$ cat src/ldcc_pkg.sv
// constants for the control-channel configuration register bank
// assumes a 10 MHz system clock shared with the register port
package ldcc_pkg;
   // register offsets
   localparam logic [7:0] LDCC_OFS_GEN_CFG1   = 8'h03;
   localparam logic [7:0] LDCC_OFS_WATCHDOG   = 8'h04;
   localparam logic [7:0] LDCC_OFS_SBUS_CTRL1 = 8'h05;
   localparam logic [7:0] LDCC_OFS_SBUS_CTRL2 = 8'h06;
   // reset values
   localparam logic [7:0] LDCC_RST_GEN_CFG1   = 8'hf0;
   localparam logic [7:0] LDCC_RST_WATCHDOG   = 8'hfe;
   localparam logic [7:0] LDCC_RST_SBUS_CTRL1 = 8'h1e;
   localparam logic [7:0] LDCC_RST_SBUS_CTRL2 = 8'h00;
   // general config one fields
   localparam int LDCC_B_RSVD7     = 7;
   localparam int LDCC_B_CRC_GEN   = 6;
   localparam int LDCC_B_PULL_DOWN = 5;
   localparam int LDCC_B_FILTER    = 4;
   localparam int LDCC_B_PASS_DEC  = 3;
   localparam int LDCC_B_AUTO_ACK  = 2;
   localparam int LDCC_B_GATE_RGB  = 1;
   // writable mask of general config one, bit 0 is read only
   localparam logic [7:0] LDCC_GEN_CFG1_WMASK = 8'hfe;
   // watchdog fields
   localparam int LDCC_B_WD_TIME_HI = 7;
   localparam int LDCC_B_WD_TIME_LO = 1;
   localparam int LDCC_B_WD_OFF     = 0;
   // serial bus control one fields
   localparam int LDCC_B_PASS_ALL  = 7;
   localparam int LDCC_B_HOLD_HI   = 6;
   localparam int LDCC_B_HOLD_LO   = 4;
   localparam int LDCC_B_DEPTH_HI  = 3;
   localparam int LDCC_B_DEPTH_LO  = 0;
   // timing
   localparam int LDCC_CLK_PERIOD_NS  = 100;
   localparam int LDCC_WD_STEP_NS     = 2_000_000;
   localparam int LDCC_WD_STEP_CYCLES = LDCC_WD_STEP_NS / LDCC_CLK_PERIOD_NS;
   localparam int LDCC_FILT_SINGLE    = 2;
   localparam int LDCC_FILT_DUAL      = 4;
   localparam int LDCC_SYNC_STAGES    = 3;
   localparam int LDCC_RGB_W          = 24;
endpackage

$ cat src/ldcc_config_bank.sv
// configuration register bank of the video link deserializer control path
// assumes an internal register port driven by the serial-bus target logic
// on sys_clk_in; sync and data-enable pins arrive asynchronously
//
// Overview of operation
// - bit 6 of general config enables back-channel crc generator, reset on
// - bit 5 of general config: 1 pulls undriven inputs down, 0 up
// - filter bit set rejects de, hsync, vsync pulses under two clocks
// - hsync filter is two clocks single-lane, four clocks dual-lane
// - bit 3 forwards address-matched serial-bus transactions to serializer
// - bit 2 auto-acknowledges serial-bus writes regardless of lock state
// - protected-serializer pairing always gates rgb with data enable
// - plain serializer passes rgb ungated unless gating bit is one
// - watchdog timeout is bits 7..1, 2 ms units, reset 0x7f
// - enabled watchdog terminates control transactions exceeding the timeout
// - watchdog register bit 0 disables watchdog when one, reset zero
// - bit 7 of bus control one passes every transaction through
// - bus control one bits 6..4 set sda hold, 50 ns units
// - bus control one bits 3..0 set glitch depth, 5 ns units
// - back channel turns off only if both pass-through bits are zero
`timescale 1ns/1ns
module ldcc_config_bank
   import ldcc_pkg::*;
#(
   parameter int unsigned WD_STEP_CYCLES = LDCC_WD_STEP_CYCLES
)
(
   input  wire logic                  sys_clk_in,
   input  wire logic                  sys_rst_in,
   input  wire logic [7:0]            reg_addr_in,
   input  wire logic [7:0]            reg_wdata_in,
   input  wire logic                  reg_wr_in,
   input  wire logic                  reg_rd_in,
   output logic      [7:0]            reg_rdata_out,
   output logic                       reg_rvalid_out,
   input  wire logic                  data_enable_in,
   input  wire logic                  horizontal_sync_in,
   input  wire logic                  vertical_sync_in,
   input  wire logic                  dual_lane_in,
   input  wire logic                  protected_pair_in,
   input  wire logic [LDCC_RGB_W-1:0] rgb_in,
   input  wire logic                  backchan_on_in,
   input  wire logic                  ctrl_txn_busy_in,
   output logic                       data_enable_out,
   output logic                       horizontal_sync_out,
   output logic                       vertical_sync_out,
   output logic      [LDCC_RGB_W-1:0] rgb_out,
   output logic                       backchan_crc_gen_on_out,
   output logic                       undriven_pull_down_sel_out,
   output logic                       pass_decode_out,
   output logic                       pass_all_out,
   output logic                       auto_ack_out,
   output logic                       backchan_active_out,
   output logic      [2:0]            sda_hold_out,
   output logic      [3:0]            glitch_depth_out,
   output logic                       ctrl_txn_abort_out
);

   ////////////////////////////////////////////////////////////////////////
   logic [7:0] gen_cfg1_reg;
   logic [7:0] watchdog_reg;
   logic [7:0] sbus_ctrl1_reg;

   logic [3:0] hit;

   // one offset decode shared by the write and read paths
   function automatic logic [3:0] reg_hit(input logic [7:0] addr);
      logic [3:0] sel;
      sel    = 4'h0;
      sel[0] = (addr == LDCC_OFS_GEN_CFG1);
      sel[1] = (addr == LDCC_OFS_WATCHDOG);
      sel[2] = (addr == LDCC_OFS_SBUS_CTRL1);
      sel[3] = (addr == LDCC_OFS_SBUS_CTRL2);
      return sel;
   endfunction

   assign hit = reg_hit(reg_addr_in);

   // general config one; bit 0 stays at its reset value
   always_ff @(posedge sys_clk_in)
   begin
      if (sys_rst_in)
      begin
         gen_cfg1_reg <= LDCC_RST_GEN_CFG1;
      end
      else if (reg_wr_in && hit[0])
      begin
         gen_cfg1_reg <= (reg_wdata_in & LDCC_GEN_CFG1_WMASK) |
            (LDCC_RST_GEN_CFG1 & ~LDCC_GEN_CFG1_WMASK);
      end
   end

   // watchdog control
   always_ff @(posedge sys_clk_in)
   begin
      if (sys_rst_in)
      begin
         watchdog_reg <= LDCC_RST_WATCHDOG;
      end
      else if (reg_wr_in && hit[1])
      begin
         watchdog_reg <= reg_wdata_in;
      end
   end

   // bus control one; 0x06 fields live elsewhere, so writes there drop
   always_ff @(posedge sys_clk_in)
   begin
      if (sys_rst_in)
      begin
         sbus_ctrl1_reg <= LDCC_RST_SBUS_CTRL1;
      end
      else if (reg_wr_in && hit[2])
      begin
         sbus_ctrl1_reg <= reg_wdata_in;
      end
   end

   // read data; reading never alters a field
   always_ff @(posedge sys_clk_in)
   begin
      if (sys_rst_in)
      begin
         reg_rdata_out  <= 8'h00;
         reg_rvalid_out <= 1'b0;
      end
      else
      begin
         reg_rvalid_out <= reg_rd_in;
         if (reg_rd_in)
         begin
            if (hit[0])
            begin
               reg_rdata_out <= gen_cfg1_reg;
            end
            else if (hit[1])
            begin
               reg_rdata_out <= watchdog_reg;
            end
            else if (hit[2])
            begin
               reg_rdata_out <= sbus_ctrl1_reg;
            end
            else if (hit[3])
            begin
               reg_rdata_out <= LDCC_RST_SBUS_CTRL2;
            end
            else
            begin
               reg_rdata_out <= 8'h00;
            end
         end
      end
   end

   ////////////////////////////////////////////////////////////////////////
   // static controls, registered so outputs come straight from flops
   always_ff @(posedge sys_clk_in)
   begin
      if (sys_rst_in)
      begin
         backchan_crc_gen_on_out    <= LDCC_RST_GEN_CFG1[LDCC_B_CRC_GEN];
         undriven_pull_down_sel_out <= LDCC_RST_GEN_CFG1[LDCC_B_PULL_DOWN];
         pass_decode_out            <= LDCC_RST_GEN_CFG1[LDCC_B_PASS_DEC];
         pass_all_out               <= LDCC_RST_SBUS_CTRL1[LDCC_B_PASS_ALL];
         auto_ack_out               <= LDCC_RST_GEN_CFG1[LDCC_B_AUTO_ACK];
         backchan_active_out        <= 1'b1;
         sda_hold_out               <=
            LDCC_RST_SBUS_CTRL1[LDCC_B_HOLD_HI:LDCC_B_HOLD_LO];
         glitch_depth_out           <=
            LDCC_RST_SBUS_CTRL1[LDCC_B_DEPTH_HI:LDCC_B_DEPTH_LO];
      end
      else
      begin
         backchan_crc_gen_on_out    <= gen_cfg1_reg[LDCC_B_CRC_GEN];
         undriven_pull_down_sel_out <= gen_cfg1_reg[LDCC_B_PULL_DOWN];
         pass_decode_out            <= gen_cfg1_reg[LDCC_B_PASS_DEC];
         pass_all_out               <= sbus_ctrl1_reg[LDCC_B_PASS_ALL];
         auto_ack_out               <= gen_cfg1_reg[LDCC_B_AUTO_ACK];
         backchan_active_out        <= backchan_on_in |
            gen_cfg1_reg[LDCC_B_PASS_DEC] |
            sbus_ctrl1_reg[LDCC_B_PASS_ALL];
         sda_hold_out     <= sbus_ctrl1_reg[LDCC_B_HOLD_HI:LDCC_B_HOLD_LO];
         glitch_depth_out <= sbus_ctrl1_reg[LDCC_B_DEPTH_HI:LDCC_B_DEPTH_LO];
      end
   end

   ////////////////////////////////////////////////////////////////////////
   // sync pin filtering: 0 data enable, 1 hsync, 2 vsync
   logic [2:0] pin_raw;
   logic [2:0] pin_filt;

   assign pin_raw = {vertical_sync_in, horizontal_sync_in, data_enable_in};

   genvar gi;
   generate
      for (gi = 0; gi < 3; gi++)
      begin : g_filt
         logic [LDCC_SYNC_STAGES-1:0] sync_reg;
         logic [1:0]                  run_reg;
         logic                        out_reg;
         logic [1:0]                  need;

         // only hsync stretches to four clocks on a dual-lane link
         assign need = (gi == 1 && dual_lane_in) ?
            2'(LDCC_FILT_DUAL - 1) : 2'(LDCC_FILT_SINGLE - 1);

         always_ff @(posedge sys_clk_in)
         begin
            if (sys_rst_in)
            begin
               sync_reg <= '0;
            end
            else
            begin
               sync_reg <= {sync_reg[LDCC_SYNC_STAGES-2:0], pin_raw[gi]};
            end
         end

         // level counts only once stages two and three agree
         always_ff @(posedge sys_clk_in)
         begin
            if (sys_rst_in)
            begin
               run_reg <= 2'd0;
               out_reg <= 1'b0;
            end
            else if (sync_reg[1] != sync_reg[2])
            begin
               run_reg <= 2'd0;
            end
            else if (!gen_cfg1_reg[LDCC_B_FILTER])
            begin
               run_reg <= 2'd0;
               out_reg <= sync_reg[2];
            end
            else if (sync_reg[2] == out_reg)
            begin
               run_reg <= 2'd0;
            end
            else if (run_reg >= need - 2'd1)
            begin
               run_reg <= 2'd0;
               out_reg <= sync_reg[2];
            end
            else
            begin
               run_reg <= run_reg + 2'd1;
            end
         end

         assign pin_filt[gi] = out_reg;
      end
   endgenerate

   always_ff @(posedge sys_clk_in)
   begin
      if (sys_rst_in)
      begin
         data_enable_out     <= 1'b0;
         horizontal_sync_out <= 1'b0;
         vertical_sync_out   <= 1'b0;
      end
      else
      begin
         data_enable_out     <= pin_filt[0];
         horizontal_sync_out <= pin_filt[1];
         vertical_sync_out   <= pin_filt[2];
      end
   end

   ////////////////////////////////////////////////////////////////////////
   // rgb gating; pixel path is not delayed to match the filter latency
   always_ff @(posedge sys_clk_in)
   begin
      if (sys_rst_in)
      begin
         rgb_out <= '0;
      end
      else if ((protected_pair_in | gen_cfg1_reg[LDCC_B_GATE_RGB]) &&
               !pin_filt[0])
      begin
         rgb_out <= '0;
      end
      else
      begin
         rgb_out <= rgb_in;
      end
   end

   ////////////////////////////////////////////////////////////////////////
   // control-channel watchdog: prescaler of one step, then step count
   logic [31:0] presc_reg;
   logic [6:0]  step_reg;
   logic        wd_on;
   logic        fired_reg;

   assign wd_on = ctrl_txn_busy_in & ~watchdog_reg[LDCC_B_WD_OFF];

   always_ff @(posedge sys_clk_in)
   begin
      if (sys_rst_in)
      begin
         presc_reg          <= 32'h0000_0000;
         step_reg           <= 7'h00;
         fired_reg          <= 1'b0;
         ctrl_txn_abort_out <= 1'b0;
      end
      else if (!wd_on)
      begin
         presc_reg          <= 32'h0000_0000;
         step_reg           <= 7'h00;
         fired_reg          <= 1'b0;
         ctrl_txn_abort_out <= 1'b0;
      end
      else
      begin
         ctrl_txn_abort_out <= 1'b0;
         // zero timeout aborts at once; software must avoid it
         if (!fired_reg &&
             step_reg >= watchdog_reg[LDCC_B_WD_TIME_HI:LDCC_B_WD_TIME_LO])
         begin
            fired_reg          <= 1'b1;
            ctrl_txn_abort_out <= 1'b1;
         end
         // step count saturates so a stuck busy cannot wrap and re-fire
         if (presc_reg >= WD_STEP_CYCLES - 1)
         begin
            presc_reg <= 32'h0000_0000;
            if (step_reg != 7'h7f)
            begin
               step_reg <= step_reg + 7'h01;
            end
         end
         else
         begin
            presc_reg <= presc_reg + 32'h0000_0001;
         end
      end
   end

endmodule

$ cat config.mk
export PLATFORM = sky130hd
export DESIGN_NAME = ldcc_config_bank
export DESIGN_NICKNAME = d
export VERILOG_FILES = /design/src/ldcc_pkg.sv /design/src/ldcc_config_bank.sv
export SDC_FILE = /design/constraint.sdc
export NUM_CORES = 1
export LEC_CHECK = 0
export BUFFER_PORTS_ARGS = -buffer_cell sky130_fd_sc_hd__buf_2
export CORE_ASPECT_RATIO = 0.75
export CORE_UTILIZATION = 57
export CTS_CLUSTER_DIAMETER = 150
export DETAILED_ROUTE_END_ITERATION = 8
export PLACE_DENSITY_LB_ADDON = 0.08
export SLEW_MARGIN = 25
export SYNTH_ARGS = -nofsm -noshare
export SYNTH_HDL_FRONTEND = slang
export SYNTH_SLANG_ARGS = --single-unit
$ cat constraint.sdc
create_clock -name sys_clk_in -period 5.47 [get_ports sys_clk_in]
set_input_delay 0.8205 -clock sys_clk_in [delete_from_list [all_inputs] [get_ports sys_clk_in]]
set_output_delay 0.8205 -clock sys_clk_in [all_outputs]
set_load 0.02 [all_outputs]
# Word level (Yosys, flattened, before mapping)
# Cells that the tools add are included.
# op_classes
addsub	6
eq_ne	16
magnitude_cmp	5
muxes	14
n_reduce_logical	17
bitwise	10
# op_table
operator	n
32-bit by 1-bit adder with 32-bit output (second input constant)	1
32-bit by 15-bit >= comparator with 1-bit output (second input constant)	1
8-bit 2-to-1 mux	3
8-bit by 3-bit equality test with 1-bit output (second input constant)	2
5-bit OR reduction	3
1-bit 2-to-1 mux	10
3-bit AND reduction	3
8-bit by 2-bit equality test with 1-bit output (second input constant)	1
7-bit by 1-bit adder with 7-bit output (second input constant)	1
7-bit >= comparator	1
7-bit inequality test (second input constant)	1
2-bit by 1-bit adder with 2-bit output (second input constant)	3
2-bit by 1-bit inequality test with 1-bit output (second input constant)	3
2-bit inequality test (second input constant)	3
1-bit inverter	6
1-bit logical AND	5
2-bit by 1-bit >= comparator with 1-bit output (second input constant)	2
2-bit OR reduction	2
1-bit equality test	3
1-bit inequality test	3
1-bit OR	3
3-bit OR reduction	1
2-bit >= comparator	1
1-bit zero test	2
4 further kinds	4
# totals
regBits	131
elab_cells	98
inputBits	51

# Longest topological paths before layout
# logic_depth
depth_word	6
mapped_depth	8

# Least setup slack after synthesis
# No wires, ideal clock.
# synth_timing
kind	input port to flip-flop
startpoint	input reg_addr_in[5]
endpoint	register sbus_ctrl1_reg[3]
setup_time_ns	0.120
n_path_buf	1
slack_ns	3.077
cell_stages	6
arrival_time_ns	2.273
required_ns	5.350
cell_sequence	or4_4 nor3b_4 and3_4 buf_6 nor2b_1 a211o_1
# synth_between
elab_chain_len	2
# synth_lines
item	line	rtl
from (decl)	ldcc_config_bank.sv:30	input wire logic [7:0] reg_addr_in,
8-bit by 3-bit equality test with 1-bit output	ldcc_config_bank.sv:72	sel[2] = (addr == LDCC_OFS_SBUS_CTRL1);
1-bit logical AND	ldcc_config_bank.sv:113	else if (reg_wr_in && hit[2])
to (signal assigned)	ldcc_config_bank.sv:115	sbus_ctrl1_reg <= reg_wdata_in;
to (decl)	ldcc_config_bank.sv:62	logic [7:0] sbus_ctrl1_reg;
# No other way between the ends.
# A chain may end at the register's enable or synchronous reset.

# Worst setup path after layout
# layout_timing
startpoint	input reg_addr_in[5]
endpoint	register gen_cfg1_reg[4]
# layout_between
elab_chain_len	2
# layout_lines
item	line	rtl
8-bit by 2-bit equality test with 1-bit output	ldcc_config_bank.sv:70	sel[0] = (addr == LDCC_OFS_GEN_CFG1);
1-bit logical AND	ldcc_config_bank.sv:86	else if (reg_wr_in && hit[0])
to (signal assigned)	ldcc_config_bank.sv:88	gen_cfg1_reg <= (reg_wdata_in & LDCC_GEN_CFG1_WMASK) |
to (decl)	ldcc_config_bank.sv:60	logic [7:0] gen_cfg1_reg;
# No other way between the ends.

==> impl_metrics.yaml <==
placed_design:
  postPlaceCellArea_um2: 5060
  dp_hpwl_um: 6320
  pre_cts_ws_ns: 2.44
  port_buffers: 100
  gp_congestion: 0.807
power:
  power_density_nw_per_um2: 366
  power_leakage_nw: 2.48
  ir_worst_vdd_mv: 0.365
  power.total_mw: 2.06
floorplan:
  core.rowCount: 27
  pin_count: 101
  die_x_um: 104
  coreArea_um2: 7470
  start_util: 0.596
  die_h_um: 78.5
  die-area_um2: 8170
global_route:
  grt_usage: 0.239
  grt.overflow.total: 0
  grt_max_degree: 66
  grt_pass1_vias: 3241
  antenna_found_initial: 0
  grt_pass1_wl_um: 15000
routing:
  postRouteWirelength_um: 9160
  num_vias: 3429
  route.detailed.drc: 0
  drt_first_pass_iters: 4
  first_iter_violations: 141
  antenna_left: 0
  vias_per_cell: 5.15
  wire_per_inst_um: 13.7
clock_network:
  cts_made_buffers: 17
  clock-root-buffer: "clkbuf_8"
  cts_tree: "done"
  ctsResizeCount: 0
  postCtsHoldBufs: 0
  path_clk_slew_ns: 0.06
  h-tree-depth: 4
  clockBufferDepth: 2
  cts_setup_buffers: 0
  cts.sinks: 127
  worstSkewPairLatency_ns: 0.52
worst_setup_path:
  crit_type: "input port to flop"
  cp_top_family: "simple AND/OR/NAND/NOR gates"
  cp_max_fo: 15
  slowest_delay_ns: 0.56
  critPathLaunchType: "input port"
  arrival_ns: 2.95
  crit_chain: "buf_2, or4_4, nor3b_4, nand3_1, a211o_1"
  crit_path_end_kind: "flop"
  slowest_stage: "nor3b_4"
  required_ns: 5.87
  worst-path-buf-inv: 1
synthesis:
  ys_async_sr_fraction: 0
  syn_inst: 437
  synth_ff_type: "dfxtp_1"
  yosysUniqueCellTypes: 46
  synth_edf_count: 0
  seq_area_frac_synth: 0.571
  yosysWarningCount: 0
  netlist_area_um2: 4450
  ys_ff_latch: 127
  syn_area_per_cell_um2: 10.2
timing:
  setup_ws_ns: 2.92
  finalSetupTns_ns: 0
  setup_viol_count_final: 0
  fmax_ghz: 0.393
  hold_viol_final: 0
  slew_viol_final: 0
  slew_headroom: 0.313
  final.min_clock_period_ns: 2.55
  rsz0062_at_grt: "false"
  tightest_slew_ns: 1.02
  skew_ns: 0.0110
  fin_crit_sh: 0.465
finish:
  drive_above_1_share: 0.262
  fill_cells: 564
  utilization: 0.752
  layout_commonest_cell: "dfxtp_1"
  nets: 613
  antenna_cells: 0
  fin_area_um2: 5620
  ff_latch_area_um2: 2540
  largest_reg_flops: 32
  mostFrequentLayoutCells: "dfxtp_1, buf_2, nor2_1, and2_1, nor2b_1"
  area_growth_pct: 26.2
  multi_input_area_um2: 1820
flow_run:
  maxCapViolCount: 0
min_path:
  hp-class: "flop to flop"
run_status:
  status: "finished, final reports clean"
-- synth_stat cells (all sizes together) (2+ instances only) --
master,n,share of area
nor3b,3,0.0076
a21o,4,0.0067
a22oi,6,0.010
o21ai,9,0.010
nand3,12,0.013
nor3,4,0.0045
inv,18,0.015
o211ai,3,0.0051
nor2b,25,0.035
nor4,6,0.0084
nor2,46,0.039
or3,6,0.0084
o31ai,2,0.0034
or2,7,0.0098
mux2i,7,0.016
clkbuf,15,0.013
nand2,14,0.012
and2,24,0.034
a22o,13,0.026
a211o,9,0.018
a211oi,2,0.0034
a21oi,17,0.019
or4,2,0.0042
dfxtp,127,0.57
xor2,9,0.018
and3,3,0.0053
ha,10,0.028
buf,6,0.0076
a311o,5,0.011
nand4,7,0.0098
xnor2,6,0.012
-- through the flow --
| stage | hold slack, ns | cells |
|---|---|---|
| 2_1_floorplan | 0.414 | 453 |
| 4_1_cts | 0.449 | 666 |
| 3_5_place_dp | 0.436 | 634 |
| 5_1_grt | 0.470 | 666 |
| 6_report | 0.447 | 666 |
| 3_3_place_gp | 0.417 | 634 |
-- cells by family (layout without fill, tap and decap cells) --
kind of cell               Yosys count  after routing  share of synthesized area
AOI/OAI and AO/OA                   73             73                      0.118
xor gates and xnor gates            15             15                     0.0295
adders and majority gates           10             10                     0.0281
buffers and inverters               40            152                     0.0362
DFF                                127            127                      0.571
muxes                                8              8                     0.0183
other                                1             17                   0.000842
and+or+nand+nor                    163            163                      0.198
-- metal layers --
metal  routed length, µm  part of all wire  track usage
met5                   0                 0            0
met4                  68            0.0074       0.0957
met3                 596             0.065       0.0872
met2                4200              0.46        0.387
met1                4290              0.47        0.291
-- cell type report --
type / count / area share
timing repair buffer: 101 / 0.0904
clock inverter: 15 / 0.0243
sequential: 127 / 0.453
inverter: 19 / 0.0127
clock buffer: 17 / 0.0737
multi-input combinational: 286 / 0.324
tap: 101 / 0.0225
-- final timing paths --
kind | from | to | slack [ns] | cells past startpoint
setup / recovery | reg_addr_in[5] | gen_cfg1_reg[4]$_SDFFE_PP1P_ | 2.92 | 5
setup reg to reg | presc_reg[0]$_SDFF_PP0_ | step_reg[4]$_SDFFE_PP0P_ | 3.50 | 6
hold / removal | fired_reg$_SDFFE_PP0P_ | ctrl_txn_abort_out$_SDFF_PP0_ | 0.45 | 1
hold reg to reg | fired_reg$_SDFFE_PP0P_ | ctrl_txn_abort_out$_SDFF_PP0_ | 0.45 | 1
-- report_power, final --
| part | internal, mW | switching [mW] | leakage, nW |
|---|---|---|---|
| Clock | 0.606 | 0.419 | 0.261 |
| Sequential | 0.944 | 0.00613 | 1.04 |
| Combinational | 0.0350 | 0.0478 | 1.18 |
| Total | 1.58 | 0.473 | 2.48 |
Power figures use the tool's default switching activity.
